===== config.mk =====
export PLATFORM = sky130hd
export DESIGN_NAME = afi_interlock
export DESIGN_NICKNAME = d
export VERILOG_FILES = /design/src/verilog/afi_pkg.sv /design/src/verilog/afi_axis_mon.sv /design/src/verilog/afi_interlock.sv
export SDC_FILE = /design/constraint.sdc
export NUM_CORES = 1
export LEC_CHECK = 0
export ABC_CLOCK_PERIOD_IN_PS = 4000
export BUFFER_PORTS_ARGS = -buffer_cell sky130_fd_sc_hd__buf_2
export CORE_MARGIN = 10
export CORE_UTILIZATION = 30
export CTS_CLUSTER_DIAMETER = 100
export DETAILED_ROUTE_END_ITERATION = 8
export PLACE_DENSITY = 0.48
export SLEW_MARGIN = 20
export SYNTH_ARGS = -nofsm -noshare
export SYNTH_HDL_FRONTEND = slang
export SYNTH_SLANG_ARGS = --single-unit

===== constraint.sdc =====
create_clock -name clk -period 4 [get_ports clk]
set_input_delay 0.4 -clock clk [delete_from_list [all_inputs] [get_ports clk]]
set_output_delay 0.4 -clock clk [all_outputs]
set_load 0.01 [all_outputs]

===== src/verilog/afi_pkg.sv =====
// Shared constants and types for the axis fault interlock
package afi_pkg;

  // ==========================================================
  // Axes and widths
  localparam int AFI_NAX = 3;
  localparam int AFI_AX_AZ = 0;
  localparam int AFI_AX_EL = 1;
  localparam int AFI_AX_POL = 2;
  localparam int AFI_IW = 12;
  localparam int AFI_PW = 16;
  localparam int AFI_FW = 13;

  // ==========================================================
  // Register offsets (byte addresses)
  localparam logic [7:0] AFI_OFS_CTRL = 8'h00;
  localparam logic [7:0] AFI_OFS_AZ_ILIM = 8'h04;
  localparam logic [7:0] AFI_OFS_EL_ILIM = 8'h08;
  localparam logic [7:0] AFI_OFS_POL_TGT = 8'h0C;
  localparam logic [7:0] AFI_OFS_LIM_STAT = 8'h10;
  localparam logic [7:0] AFI_OFS_FAULT = 8'h14;
  localparam logic [7:0] AFI_OFS_IRQ_STAT = 8'h18;
  localparam logic [7:0] AFI_OFS_IRQ_MASK = 8'h1C;

  // ==========================================================
  // Field positions
  localparam int AFI_CTRL_MRST = 0;
  localparam int AFI_CTRL_CIRC = 1;
  localparam int AFI_CTRL_SLEN = 2;
  localparam int AFI_F_JAM = 0;
  localparam int AFI_F_RUN = 3;
  localparam int AFI_F_DRV = 6;
  localparam int AFI_F_XAX = 9;
  localparam int AFI_F_ESTOP = 12;
  localparam int AFI_L_HWF = 0;
  localparam int AFI_L_HWR = 1;
  localparam int AFI_L_SWF = 2;
  localparam int AFI_L_SWR = 3;
  localparam int AFI_L_STRIDE = 4;

  // ==========================================================
  // Reset values
  localparam logic [2:0] AFI_CTRL_RST = 3'h4;
  localparam logic [11:0] AFI_ILIM_RST = 12'hFFF;
  localparam logic [15:0] AFI_POLT_RST = 16'h0000;
  localparam logic [12:0] AFI_MASK_RST = 13'h0000;

  // ==========================================================
  // Timing
  localparam int AFI_CLK_MHZ = 250;
  localparam int AFI_JAM_TIME_US = 1000;
  localparam int AFI_JAM_CYC = AFI_JAM_TIME_US * AFI_CLK_MHZ;
  localparam int AFI_RUN_TIME_NS = 400;
  localparam int AFI_RUN_CYC = (AFI_RUN_TIME_NS * AFI_CLK_MHZ + 999) / 1000;

  // ==========================================================
  // Recall sequencer states
  typedef enum logic [1:0] {
    AFI_RC_IDLE = 2'b01,
    AFI_RC_SEEK = 2'b10
  } afi_rc_state_t;

endpackage


===== src/verilog/afi_axis_mon.sv =====
// Per-axis jam, runaway and drive fault latches
`timescale 1ns/1ns
module afi_axis_mon
  import afi_pkg::*;
#(
  parameter int JAM_CYC = AFI_JAM_CYC,
  parameter int RUN_CYC = AFI_RUN_CYC
) (
  // Clock and reset
  input wire logic clk,
  input wire logic rstn,
  input wire logic ce,
  // Observed axis
  input wire logic cmd,
  input wire logic moving,
  input wire logic over_cur,
  input wire logic clr,
  // Latched faults
  output logic jam_r,
  output logic run_r,
  output logic drv_r
);

  localparam logic [23:0] JAM_LAST = 24'(JAM_CYC - 1);
  localparam logic [23:0] RUN_LAST = 24'(RUN_CYC - 1);

  logic [23:0] jam_cnt_r;
  logic [23:0] run_cnt_r;
  logic [23:0] jam_cnt_nxt;
  logic [23:0] run_cnt_nxt;
  logic jam_nxt;
  logic run_nxt;
  logic drv_nxt;

  // ==========================================================
  // Fault detection
  wire jam_cond = cmd & ~moving;
  wire run_cond = ~cmd & moving;
  wire jam_hit = jam_cond & (jam_cnt_r == JAM_LAST);
  wire run_hit = run_cond & (run_cnt_r == RUN_LAST);

  // Counters restart on any break so only a sustained condition latches
  assign jam_cnt_nxt = (!jam_cond || clr) ? 24'h000000 : (jam_hit ? jam_cnt_r : jam_cnt_r + 24'h000001);
  assign run_cnt_nxt = (!run_cond || clr) ? 24'h000000 : (run_hit ? run_cnt_r : run_cnt_r + 24'h000001);
  // Maintenance clear dominates a same-cycle detection
  assign jam_nxt = clr ? 1'b0 : (jam_r | jam_hit);
  assign run_nxt = clr ? 1'b0 : (run_r | run_hit);
  assign drv_nxt = clr ? 1'b0 : (drv_r | over_cur);

  always_ff @(posedge clk or negedge rstn) begin
    if (!rstn) begin
      jam_cnt_r <= 24'h000000;
      run_cnt_r <= 24'h000000;
      jam_r <= 1'b0;
      run_r <= 1'b0;
      drv_r <= 1'b0;
    end else if (ce) begin
      jam_cnt_r <= jam_cnt_nxt;
      run_cnt_r <= run_cnt_nxt;
      jam_r <= jam_nxt;
      run_r <= run_nxt;
      drv_r <= drv_nxt;
    end
  end

  // ==========================================================
  // Checks
  jam_latch_a: assert property (@(posedge clk) disable iff (!rstn)
    (ce && jam_cond && jam_cnt_r == JAM_LAST && !clr) |=> jam_r)
    else $error("jam not latched after full window");
  run_latch_a: assert property (@(posedge clk) disable iff (!rstn)
    (ce && run_cond && run_cnt_r == RUN_LAST && !clr) |=> run_r)
    else $error("runaway not latched after full window");
  drive_latch_a: assert property (@(posedge clk) disable iff (!rstn)
    (ce && over_cur && !clr) |=> drv_r ##1 (drv_r || $past(clr) || !$past(ce)))
    else $error("drive fault not latched or lost");
  fault_clear_a: assert property (@(posedge clk) disable iff (!rstn)
    (ce && clr) |=> (!jam_r && !run_r && !drv_r))
    else $error("maintenance clear left a fault set");

endmodule


===== src/verilog/afi_interlock.sv =====
// Axis motion interlock and fault supervisor, top level
//
// Contract
// - Azimuth limit switch blocks that direction only; opposite direction stays allowed.
// - Elevation limit switch blocks that direction only; opposite direction stays allowed.
// - Hardware and software limits are reported as separate status flags.
// - Commanded motion without sensed movement latches a jam fault and blocks motion.
// - Sensed movement without command latches a runaway fault and blocks motion.
// - Azimuth or elevation current above its limit latches a drive fault.
// - Any jam or runaway fault blocks all axes until maintenance reset.
// - Axes blocked by another axis's fault show a cross-axis flag.
// - Emergency stop alarm follows the open stop input.
// - Recall drives the polarization axis to its stored target.
// - Circular feed selection suppresses automatic polarization motion.
//
// Chosen here: the register offsets and strobed register access.
`timescale 1ns/1ns
module afi_interlock
  import afi_pkg::*;
#(
  parameter int JAM_CYC = AFI_JAM_CYC
) (
  // Clock and reset
  input wire logic clk,
  input wire logic rstn,
  input wire logic ce,
  // Register port
  input wire logic [7:0] reg_addr,
  input wire logic [31:0] reg_wdata,
  input wire logic reg_wr,
  input wire logic reg_rd,
  output logic [31:0] reg_rdata,
  // Motion requests
  input wire logic [2:0] cmd_fwd,
  input wire logic [2:0] cmd_rev,
  input wire logic recall_go,
  // Sensors
  input wire logic [2:0] hw_lim_fwd,
  input wire logic [2:0] hw_lim_rev,
  input wire logic [2:0] sw_lim_fwd,
  input wire logic [2:0] sw_lim_rev,
  input wire logic [2:0] moving,
  input wire logic [11:0] az_cur,
  input wire logic [11:0] el_cur,
  input wire logic [15:0] pol_pos,
  input wire logic estop_closed,
  // Drive and alarm outputs
  output logic [2:0] drv_fwd,
  output logic [2:0] drv_rev,
  output logic estop_alarm,
  output logic recall_busy,
  output logic irq
);

  // ==========================================================
  // State
  logic [2:0] ctrl_r;
  logic [11:0] az_ilim_r;
  logic [11:0] el_ilim_r;
  logic [15:0] pol_tgt_r;
  logic [12:0] irq_stat_r;
  logic [12:0] irq_mask_r;
  logic [12:0] fault_prev_r;
  logic [31:0] rdata_r;
  logic [2:0] drv_fwd_r;
  logic [2:0] drv_rev_r;
  logic estop_alarm_r;
  logic irq_r;
  afi_rc_state_t rc_state_r;
  afi_rc_state_t rc_state_nxt;

  logic [2:0] jam;
  logic [2:0] run;
  logic [2:0] dflt;
  logic [2:0] xax;
  logic [2:0] blk;
  logic [2:0] lim_fwd;
  logic [2:0] lim_rev;
  logic [2:0] en_fwd;
  logic [2:0] en_rev;
  logic [2:0] req_fwd;
  logic [2:0] req_rev;
  logic [2:0] over_cur;
  logic [2:0] drv_fwd_nxt;
  logic [2:0] drv_rev_nxt;
  logic [11:0] lim_stat;
  logic [12:0] fault_vec;
  logic [12:0] irq_stat_nxt;
  logic [31:0] rd_val;

  // ==========================================================
  // Register decode
  wire wr_ctrl = reg_wr & (reg_addr == AFI_OFS_CTRL);
  wire wr_az_ilim = reg_wr & (reg_addr == AFI_OFS_AZ_ILIM);
  wire wr_el_ilim = reg_wr & (reg_addr == AFI_OFS_EL_ILIM);
  wire wr_pol_tgt = reg_wr & (reg_addr == AFI_OFS_POL_TGT);
  wire wr_mask = reg_wr & (reg_addr == AFI_OFS_IRQ_MASK);
  wire rd_irq = reg_rd & (reg_addr == AFI_OFS_IRQ_STAT);
  wire rd_fault = reg_rd & (reg_addr == AFI_OFS_FAULT);
  wire mclr = wr_ctrl & reg_wdata[AFI_CTRL_MRST];
  wire circ = ctrl_r[AFI_CTRL_CIRC];
  wire slen = ctrl_r[AFI_CTRL_SLEN];

  // ==========================================================
  // Current comparison; the polarization drive has no current sense
  assign over_cur[AFI_AX_AZ] = az_cur > az_ilim_r;
  assign over_cur[AFI_AX_EL] = el_cur > el_ilim_r;
  assign over_cur[AFI_AX_POL] = 1'b0;

  // ==========================================================
  // Recall sequencer for the polarization axis
  wire pol_at_tgt = pol_pos == pol_tgt_r;
  wire pol_up = pol_tgt_r > pol_pos;
  wire seek = rc_state_r == AFI_RC_SEEK;
  // Stop when the needed direction is not enabled, otherwise a block would hang the sequence
  wire seek_stuck = pol_up ? ~en_fwd[AFI_AX_POL] : ~en_rev[AFI_AX_POL];

  always_comb begin
    rc_state_nxt = rc_state_r;
    case (rc_state_r)
      AFI_RC_IDLE: begin
        if (recall_go && !circ && !pol_at_tgt) begin
          rc_state_nxt = AFI_RC_SEEK;
        end
      end
      AFI_RC_SEEK: begin
        if (circ || pol_at_tgt || seek_stuck) begin
          rc_state_nxt = AFI_RC_IDLE;
        end
      end
      default: begin
        rc_state_nxt = AFI_RC_IDLE;
      end
    endcase
  end

  // ==========================================================
  // Per-axis interlock
  wire [2:0] jr = jam | run;

  genvar g;
  generate
    for (g = 0; g < AFI_NAX; g++) begin : g_axis
      afi_axis_mon #(
        .JAM_CYC(JAM_CYC),
        .RUN_CYC(AFI_RUN_CYC)
      ) u_mon (
        .clk(clk),
        .rstn(rstn),
        .ce(ce),
        .cmd(drv_fwd_r[g] | drv_rev_r[g]),
        .moving(moving[g]),
        .over_cur(over_cur[g]),
        .clr(mclr),
        .jam_r(jam[g]),
        .run_r(run[g]),
        .drv_r(dflt[g])
      );
      assign xax[g] = |(jr & ~(3'h1 << g));
      assign blk[g] = jr[g] | dflt[g] | xax[g];
      assign lim_fwd[g] = hw_lim_fwd[g] | (slen & sw_lim_fwd[g]);
      assign lim_rev[g] = hw_lim_rev[g] | (slen & sw_lim_rev[g]);
      assign en_fwd[g] = estop_closed & ~blk[g] & ~lim_fwd[g];
      assign en_rev[g] = estop_closed & ~blk[g] & ~lim_rev[g];
      assign lim_stat[g*AFI_L_STRIDE+AFI_L_HWF] = hw_lim_fwd[g];
      assign lim_stat[g*AFI_L_STRIDE+AFI_L_HWR] = hw_lim_rev[g];
      assign lim_stat[g*AFI_L_STRIDE+AFI_L_SWF] = sw_lim_fwd[g];
      assign lim_stat[g*AFI_L_STRIDE+AFI_L_SWR] = sw_lim_rev[g];
    end
  endgenerate

  // Automatic polarization motion joins the manual request while seeking
  assign req_fwd = cmd_fwd | {seek & ~circ & pol_up, 2'b00};
  assign req_rev = cmd_rev | {seek & ~circ & ~pol_up & ~pol_at_tgt, 2'b00};
  // Opposing requests on one axis drive neither way
  assign drv_fwd_nxt = req_fwd & ~req_rev & en_fwd;
  assign drv_rev_nxt = req_rev & ~req_fwd & en_rev;

  // ==========================================================
  // Status and interrupts
  assign fault_vec = {estop_alarm_r, xax, dflt, run, jam};
  // A new fault in the read cycle survives the read-clear
  assign irq_stat_nxt = (rd_irq ? 13'h0000 : irq_stat_r) | (fault_vec & ~fault_prev_r);

  assign rd_val = (reg_addr == AFI_OFS_CTRL) ? {29'h00000000, ctrl_r} :
                  (reg_addr == AFI_OFS_AZ_ILIM) ? {20'h00000, az_ilim_r} :
                  (reg_addr == AFI_OFS_EL_ILIM) ? {20'h00000, el_ilim_r} :
                  (reg_addr == AFI_OFS_POL_TGT) ? {16'h0000, pol_tgt_r} :
                  (reg_addr == AFI_OFS_LIM_STAT) ? {20'h00000, lim_stat} :
                  (reg_addr == AFI_OFS_FAULT) ? {19'h00000, fault_vec} :
                  (reg_addr == AFI_OFS_IRQ_STAT) ? {19'h00000, irq_stat_r} :
                  (reg_addr == AFI_OFS_IRQ_MASK) ? {19'h00000, irq_mask_r} :
                  32'h00000000;

  // ==========================================================
  // Registers
  always_ff @(posedge clk or negedge rstn) begin
    if (!rstn) begin
      ctrl_r <= AFI_CTRL_RST;
      az_ilim_r <= AFI_ILIM_RST;
      el_ilim_r <= AFI_ILIM_RST;
      pol_tgt_r <= AFI_POLT_RST;
      irq_mask_r <= AFI_MASK_RST;
    end else if (ce) begin
      if (wr_ctrl) begin
        ctrl_r <= {reg_wdata[AFI_CTRL_SLEN], reg_wdata[AFI_CTRL_CIRC], 1'b0};
      end
      if (wr_az_ilim) begin
        az_ilim_r <= reg_wdata[11:0];
      end
      if (wr_el_ilim) begin
        el_ilim_r <= reg_wdata[11:0];
      end
      if (wr_pol_tgt) begin
        pol_tgt_r <= reg_wdata[15:0];
      end
      if (wr_mask) begin
        irq_mask_r <= reg_wdata[12:0];
      end
    end
  end

  always_ff @(posedge clk or negedge rstn) begin
    if (!rstn) begin
      rdata_r <= 32'h00000000;
      irq_stat_r <= 13'h0000;
      fault_prev_r <= 13'h0000;
      irq_r <= 1'b0;
    end else if (ce) begin
      rdata_r <= reg_rd ? rd_val : 32'h00000000;
      irq_stat_r <= irq_stat_nxt;
      fault_prev_r <= fault_vec;
      irq_r <= |(irq_stat_nxt & irq_mask_r);
    end
  end

  always_ff @(posedge clk or negedge rstn) begin
    if (!rstn) begin
      drv_fwd_r <= 3'h0;
      drv_rev_r <= 3'h0;
      estop_alarm_r <= 1'b0;
      rc_state_r <= AFI_RC_IDLE;
    end else if (ce) begin
      drv_fwd_r <= drv_fwd_nxt;
      drv_rev_r <= drv_rev_nxt;
      estop_alarm_r <= ~estop_closed;
      rc_state_r <= rc_state_nxt;
    end
  end

  assign reg_rdata = rdata_r;
  assign drv_fwd = drv_fwd_r;
  assign drv_rev = drv_rev_r;
  assign estop_alarm = estop_alarm_r;
  assign recall_busy = seek;
  assign irq = irq_r;

  // ==========================================================
  // Checks
  az_limit_fwd_a: assert property (@(posedge clk) disable iff (!rstn)
    (ce && hw_lim_fwd[AFI_AX_AZ]) |=> !drv_fwd_r[AFI_AX_AZ])
    else $error("azimuth driven into its limit");
  az_limit_back_a: assert property (@(posedge clk) disable iff (!rstn)
    (ce && hw_lim_fwd[AFI_AX_AZ] && cmd_rev[AFI_AX_AZ] && !cmd_fwd[AFI_AX_AZ] && estop_closed
     && !blk[AFI_AX_AZ] && !lim_rev[AFI_AX_AZ]) |=> drv_rev_r[AFI_AX_AZ])
    else $error("azimuth cannot leave its limit");
  el_limit_dir_a: assert property (@(posedge clk) disable iff (!rstn)
    (ce && hw_lim_rev[AFI_AX_EL] && cmd_fwd[AFI_AX_EL] && !cmd_rev[AFI_AX_EL] && estop_closed
     && !blk[AFI_AX_EL] && !lim_fwd[AFI_AX_EL]) |=> (drv_fwd_r[AFI_AX_EL] && !drv_rev_r[AFI_AX_EL]))
    else $error("elevation limit handling wrong");
  all_axis_stop_a: assert property (@(posedge clk) disable iff (!rstn)
    (ce && (|jr)) |=> (drv_fwd_r == 3'h0 && drv_rev_r == 3'h0))
    else $error("motion while jam or runaway latched");
  cross_flag_a: assert property (@(posedge clk) disable iff (!rstn)
    (ce && rd_fault && jam[AFI_AX_AZ]) |=> (reg_rdata[AFI_F_XAX+1] && reg_rdata[AFI_F_XAX+2]))
    else $error("cross-axis flag missing");
  estop_alarm_a: assert property (@(posedge clk) disable iff (!rstn)
    (ce && !estop_closed) |=> (estop_alarm_r && drv_fwd_r == 3'h0 && drv_rev_r == 3'h0))
    else $error("emergency stop not honoured");
  estop_clear_a: assert property (@(posedge clk) disable iff (!rstn)
    (ce && estop_closed) |=> !estop_alarm_r)
    else $error("emergency stop alarm stuck");
  recall_start_a: assert property (@(posedge clk) disable iff (!rstn)
    (ce && !seek && recall_go && !circ && !pol_at_tgt) |=> recall_busy)
    else $error("recall did not start polarization seek");
  circ_suppress_a: assert property (@(posedge clk) disable iff (!rstn)
    (ce && circ) |=> !recall_busy)
    else $error("automatic polarization under circular feed");
  hw_sw_split_a: assert property (@(posedge clk) disable iff (!rstn)
    (ce && reg_rd && reg_addr == AFI_OFS_LIM_STAT) |=>
    (reg_rdata[AFI_L_HWF] == $past(hw_lim_fwd[0]) && reg_rdata[AFI_L_SWF] == $past(sw_lim_fwd[0])))
    else $error("limit status readback wrong");

endmodule


==> impl_metrics.env <==
export IMPL_grt_pass1_wl_um=63200
export IMPL_synth_adder_area_share=0.0414
export IMPL_synth_area_per_cell_um2=9.82
export IMPL_clk_pin_slew_ps=60
export IMPL_yosys_warnings=0
export IMPL_hpwlAfterDp_um=29000
export IMPL_synth_top_family_by_area="simple AND/OR/NAND/NOR gates"
export IMPL_dp_cells=2105
export IMPL_cp_required_ps=4450
export IMPL_fin_crit_sh=0.690
export IMPL_drtIter0Drc=793
export IMPL_tritoncts="done"
export IMPL_vias=10851
export IMPL_start_util=0.305
export IMPL_crit_chain="or4b_2 -> nor4_1 -> a41oi_1 -> nand4_1 -> xor2_1 -> nor2_1"
export IMPL_rsz0062_at_grt="no"
export IMPL_io_pins=149
export IMPL_netlist_top_cells_count="dfrtp_1 (232), nor2_1 (174), nand2_1 (98)"
export IMPL_clkSinkCount=258
export IMPL_post_synth_top_area_fraction=0.417
export IMPL_final_nets=1693
export IMPL_hold_path_class="in2reg"
export IMPL_synth_simple_area_share=0.206
export IMPL_coreArea_um2=45600
export IMPL_ctsHoldBuffers=2
export IMPL_cts_buffer_depth=3
export IMPL_critPathMaxFanout=8
export IMPL_ir_drop_v=0.000253
export IMPL_synthMuxAreaShare=0.0657
export IMPL_vias_per_cell=5.01
export IMPL_synth_top_area_cell="dfrtp_1"
export IMPL_clock_latency_ps=580
export IMPL_cts_resized_gates=0
export IMPL_placed_cell_area_um2=15200
export IMPL_critPathLaunchType="register"
export IMPL_die_h_um=235
export IMPL_synth_edf_count=0
export IMPL_die_width_um=235
export IMPL_cts_made_buffers=30
export IMPL_drc=0
export IMPL_ys_seq_area_frac=0.467
export IMPL_cap_violations=0
export IMPL_endpoint_kind="register"
export IMPL_gr_usage_all_layers=0.139
export IMPL_cp_buffers_inverters=0
export IMPL_cts_root_buffer="clkbuf_16"
export IMPL_htree_levels=1
export IMPL_yosysMostFrequentCell="dfrtp_1"
export IMPL_crit_slowest_cell="or4b_2"
export IMPL_grt_max_degree=123
export IMPL_slowest_delay_ps=670
export IMPL_fmax_mhz=362
export IMPL_arrival_ps=3210
export IMPL_overflow=0
export IMPL_ys_ff_latch=258
export IMPL_area_growth_pct=17.1
export IMPL_synth_compound_area_share=0.103
export IMPL_power_density_nw_per_um2=382
export IMPL_wire_per_inst_um=18.3
export IMPL_design_area_um2=16300
export IMPL_yosys_cell_types_count=72
export IMPL_netlist_area_um2=13900
export IMPL_dieArea_um2=55400
export IMPL_firstDrtPassIters=7
export IMPL_status="complete, no violations"
export IMPL_slew_headroom=0.338
export IMPL_skew_ps=23.8
export IMPL_std_cell_rows=78
export IMPL_drive_above_1_share=0.189
export IMPL_finalPower_mw=6.23
export IMPL_post_cts_buffers=0
export IMPL_port_buffers=116
export IMPL_synthArstFlopShare=1.00
export IMPL_setup_viol=0
export IMPL_fin_crit_ps=2760
export IMPL_grt_pass1_vias=11004
export IMPL_drt_wl_total_um=39500
export IMPL_cp_top_family="simple AND/OR/NAND/NOR gates"
export IMPL_setup_tns_ps=0
export IMPL_hold_viol=0
export IMPL_drv_slew=0
export IMPL_postLayoutCoreUtil=0.357
export IMPL_synthFlopType="dfrtp_1"
export IMPL_gp_congestion=0.788
export IMPL_synth_xor_area_share=0.0712
export IMPL_p_leak_nw=7.33
export IMPL_tightestPinTransition_ps=993
export IMPL_postSynthCellCount=1417
export IMPL_synth_area_leaders="dfrtp_1 (42%), dfstp_2 (4.9%), xor2_1 (4.7%)"
export IMPL_final_cells=2164
export IMPL_critical_path_class="reg2reg"
export IMPL_antenna_left=0
export IMPL_antenna_found_initial=2
report_power, final:
part / switching (mW) / internal [mW] / leakage [nW]
Sequential: 0.0517 / 2.67 / 3.44
Clock: 1.15 / 1.91 / 0.541
Combinational: 0.284 / 0.164 / 3.35
cells in the final DEF, fill, tap and decap left out, types with 26 or more instances in the layout:
master     netlist  final
a21oi_1         55     55
and3_1          26     26
buf_2           12    115
clkbuf_16        0     30
dfrtp_1        232    232
dfstp_2         26     26
ha_1            46     46
inv_1           84     84
mux2_2          58     58
nand2_1         98     98
nand3_1         65     65
nand4_1         60     60
nor2_1         174    174
nor4_1          28     28
o21ai_0         58     58
xnor2_1         38     38
xor2_1          75     75
through the flow:
stage / setup slack, ps / hold slack (ps)
floorplan: 1540 / 104
CTS: 1280 / 40.4
global placement: 932 / 439
global route: 1070 / 54.9
detailed placement: 893 / 450
finish: 1240 / 63.9
path summary, 6_finish.rpt:
path | startpoint | end | slack [ps] | depth (start not counted)
min in group asynchronous | rstn | g_axis[1].u_mon.run_cnt_r[18] | 510 | 2
min | cmd_fwd[2] | drv_rev[2] | 60 | 2
max reg2reg | g_axis[1].u_mon.jam_cnt_r[19] | g_axis[1].u_mon.jam_cnt_r[6] | 1240 | 6
min reg2reg | fault_prev_r[4] | irq_stat_r[4] | 440 | 1
max | g_axis[1].u_mon.jam_cnt_r[19] | g_axis[1].u_mon.jam_cnt_r[6] | 1240 | 6
max in group asynchronous | rstn | rc_state_r[0] | 2490 | 3
worst register-to-register path, stage by stage, from the launching register on:
cell     delay (ps)
dfrtp_1         410
or4b_2          670
nor4_1          610
a41oi_1         470
nand4_1         240
xor2_1          180
nor2_1           50
state kept, by name (all words and copies together) (netlist names):
signal	count
drv_rev	3
pol_tgt_r	16
estop_alarm	1
g_axis.u_mon.run_cnt_r	72
irq_mask_r	13
g_axis.u_mon.drv_r	2
fault_prev_r	12
el_ilim_r	12
g_axis.u_mon.run_r	3
irq	1
g_axis.u_mon.jam_cnt_r	72
rc_state_r	2
ctrl_r	2
drv_fwd	3
reg_rdata	16
irq_stat_r	13
az_ilim_r	12
g_axis.u_mon.jam_r	3
area by class of cell:
cell class | instances | area [um2]
inverters | 84 | 315
clock inverters | 13 | 231
repair buffers | 139 | 781
diodes | 1 | 2.50
well taps | 600 | 751
clock buffers | 43 | 880
fillers | 4644 | 29300
flip-flops and latches | 258 | 6490
multi-input cells | 1026 | 6840
layer usage:
metal  global-route usage  wire [um]  part of all wire  vias to the layer above
met5                    0          0                 0                        -
met4               0.0360        959             0.024                        0
met3               0.0240       1750             0.044                       62
met2                0.221      17900              0.45                      225
met1                0.192      18900              0.48                     5280
li1                     -          -                 -                     5284
kinds of logic (layout without fill, tap and decap cells):
logic type | after synthesis | after routing
compound gates | 217 | 217
xor+xnor | 113 | 113
fa+ha+maj | 46 | 46
buf+inv | 148 | 279
flops | 258 | 258
mux | 74 | 74
other cells | 1 | 17
simple gates | 560 | 560
Power figures use the tool's default switching activity.
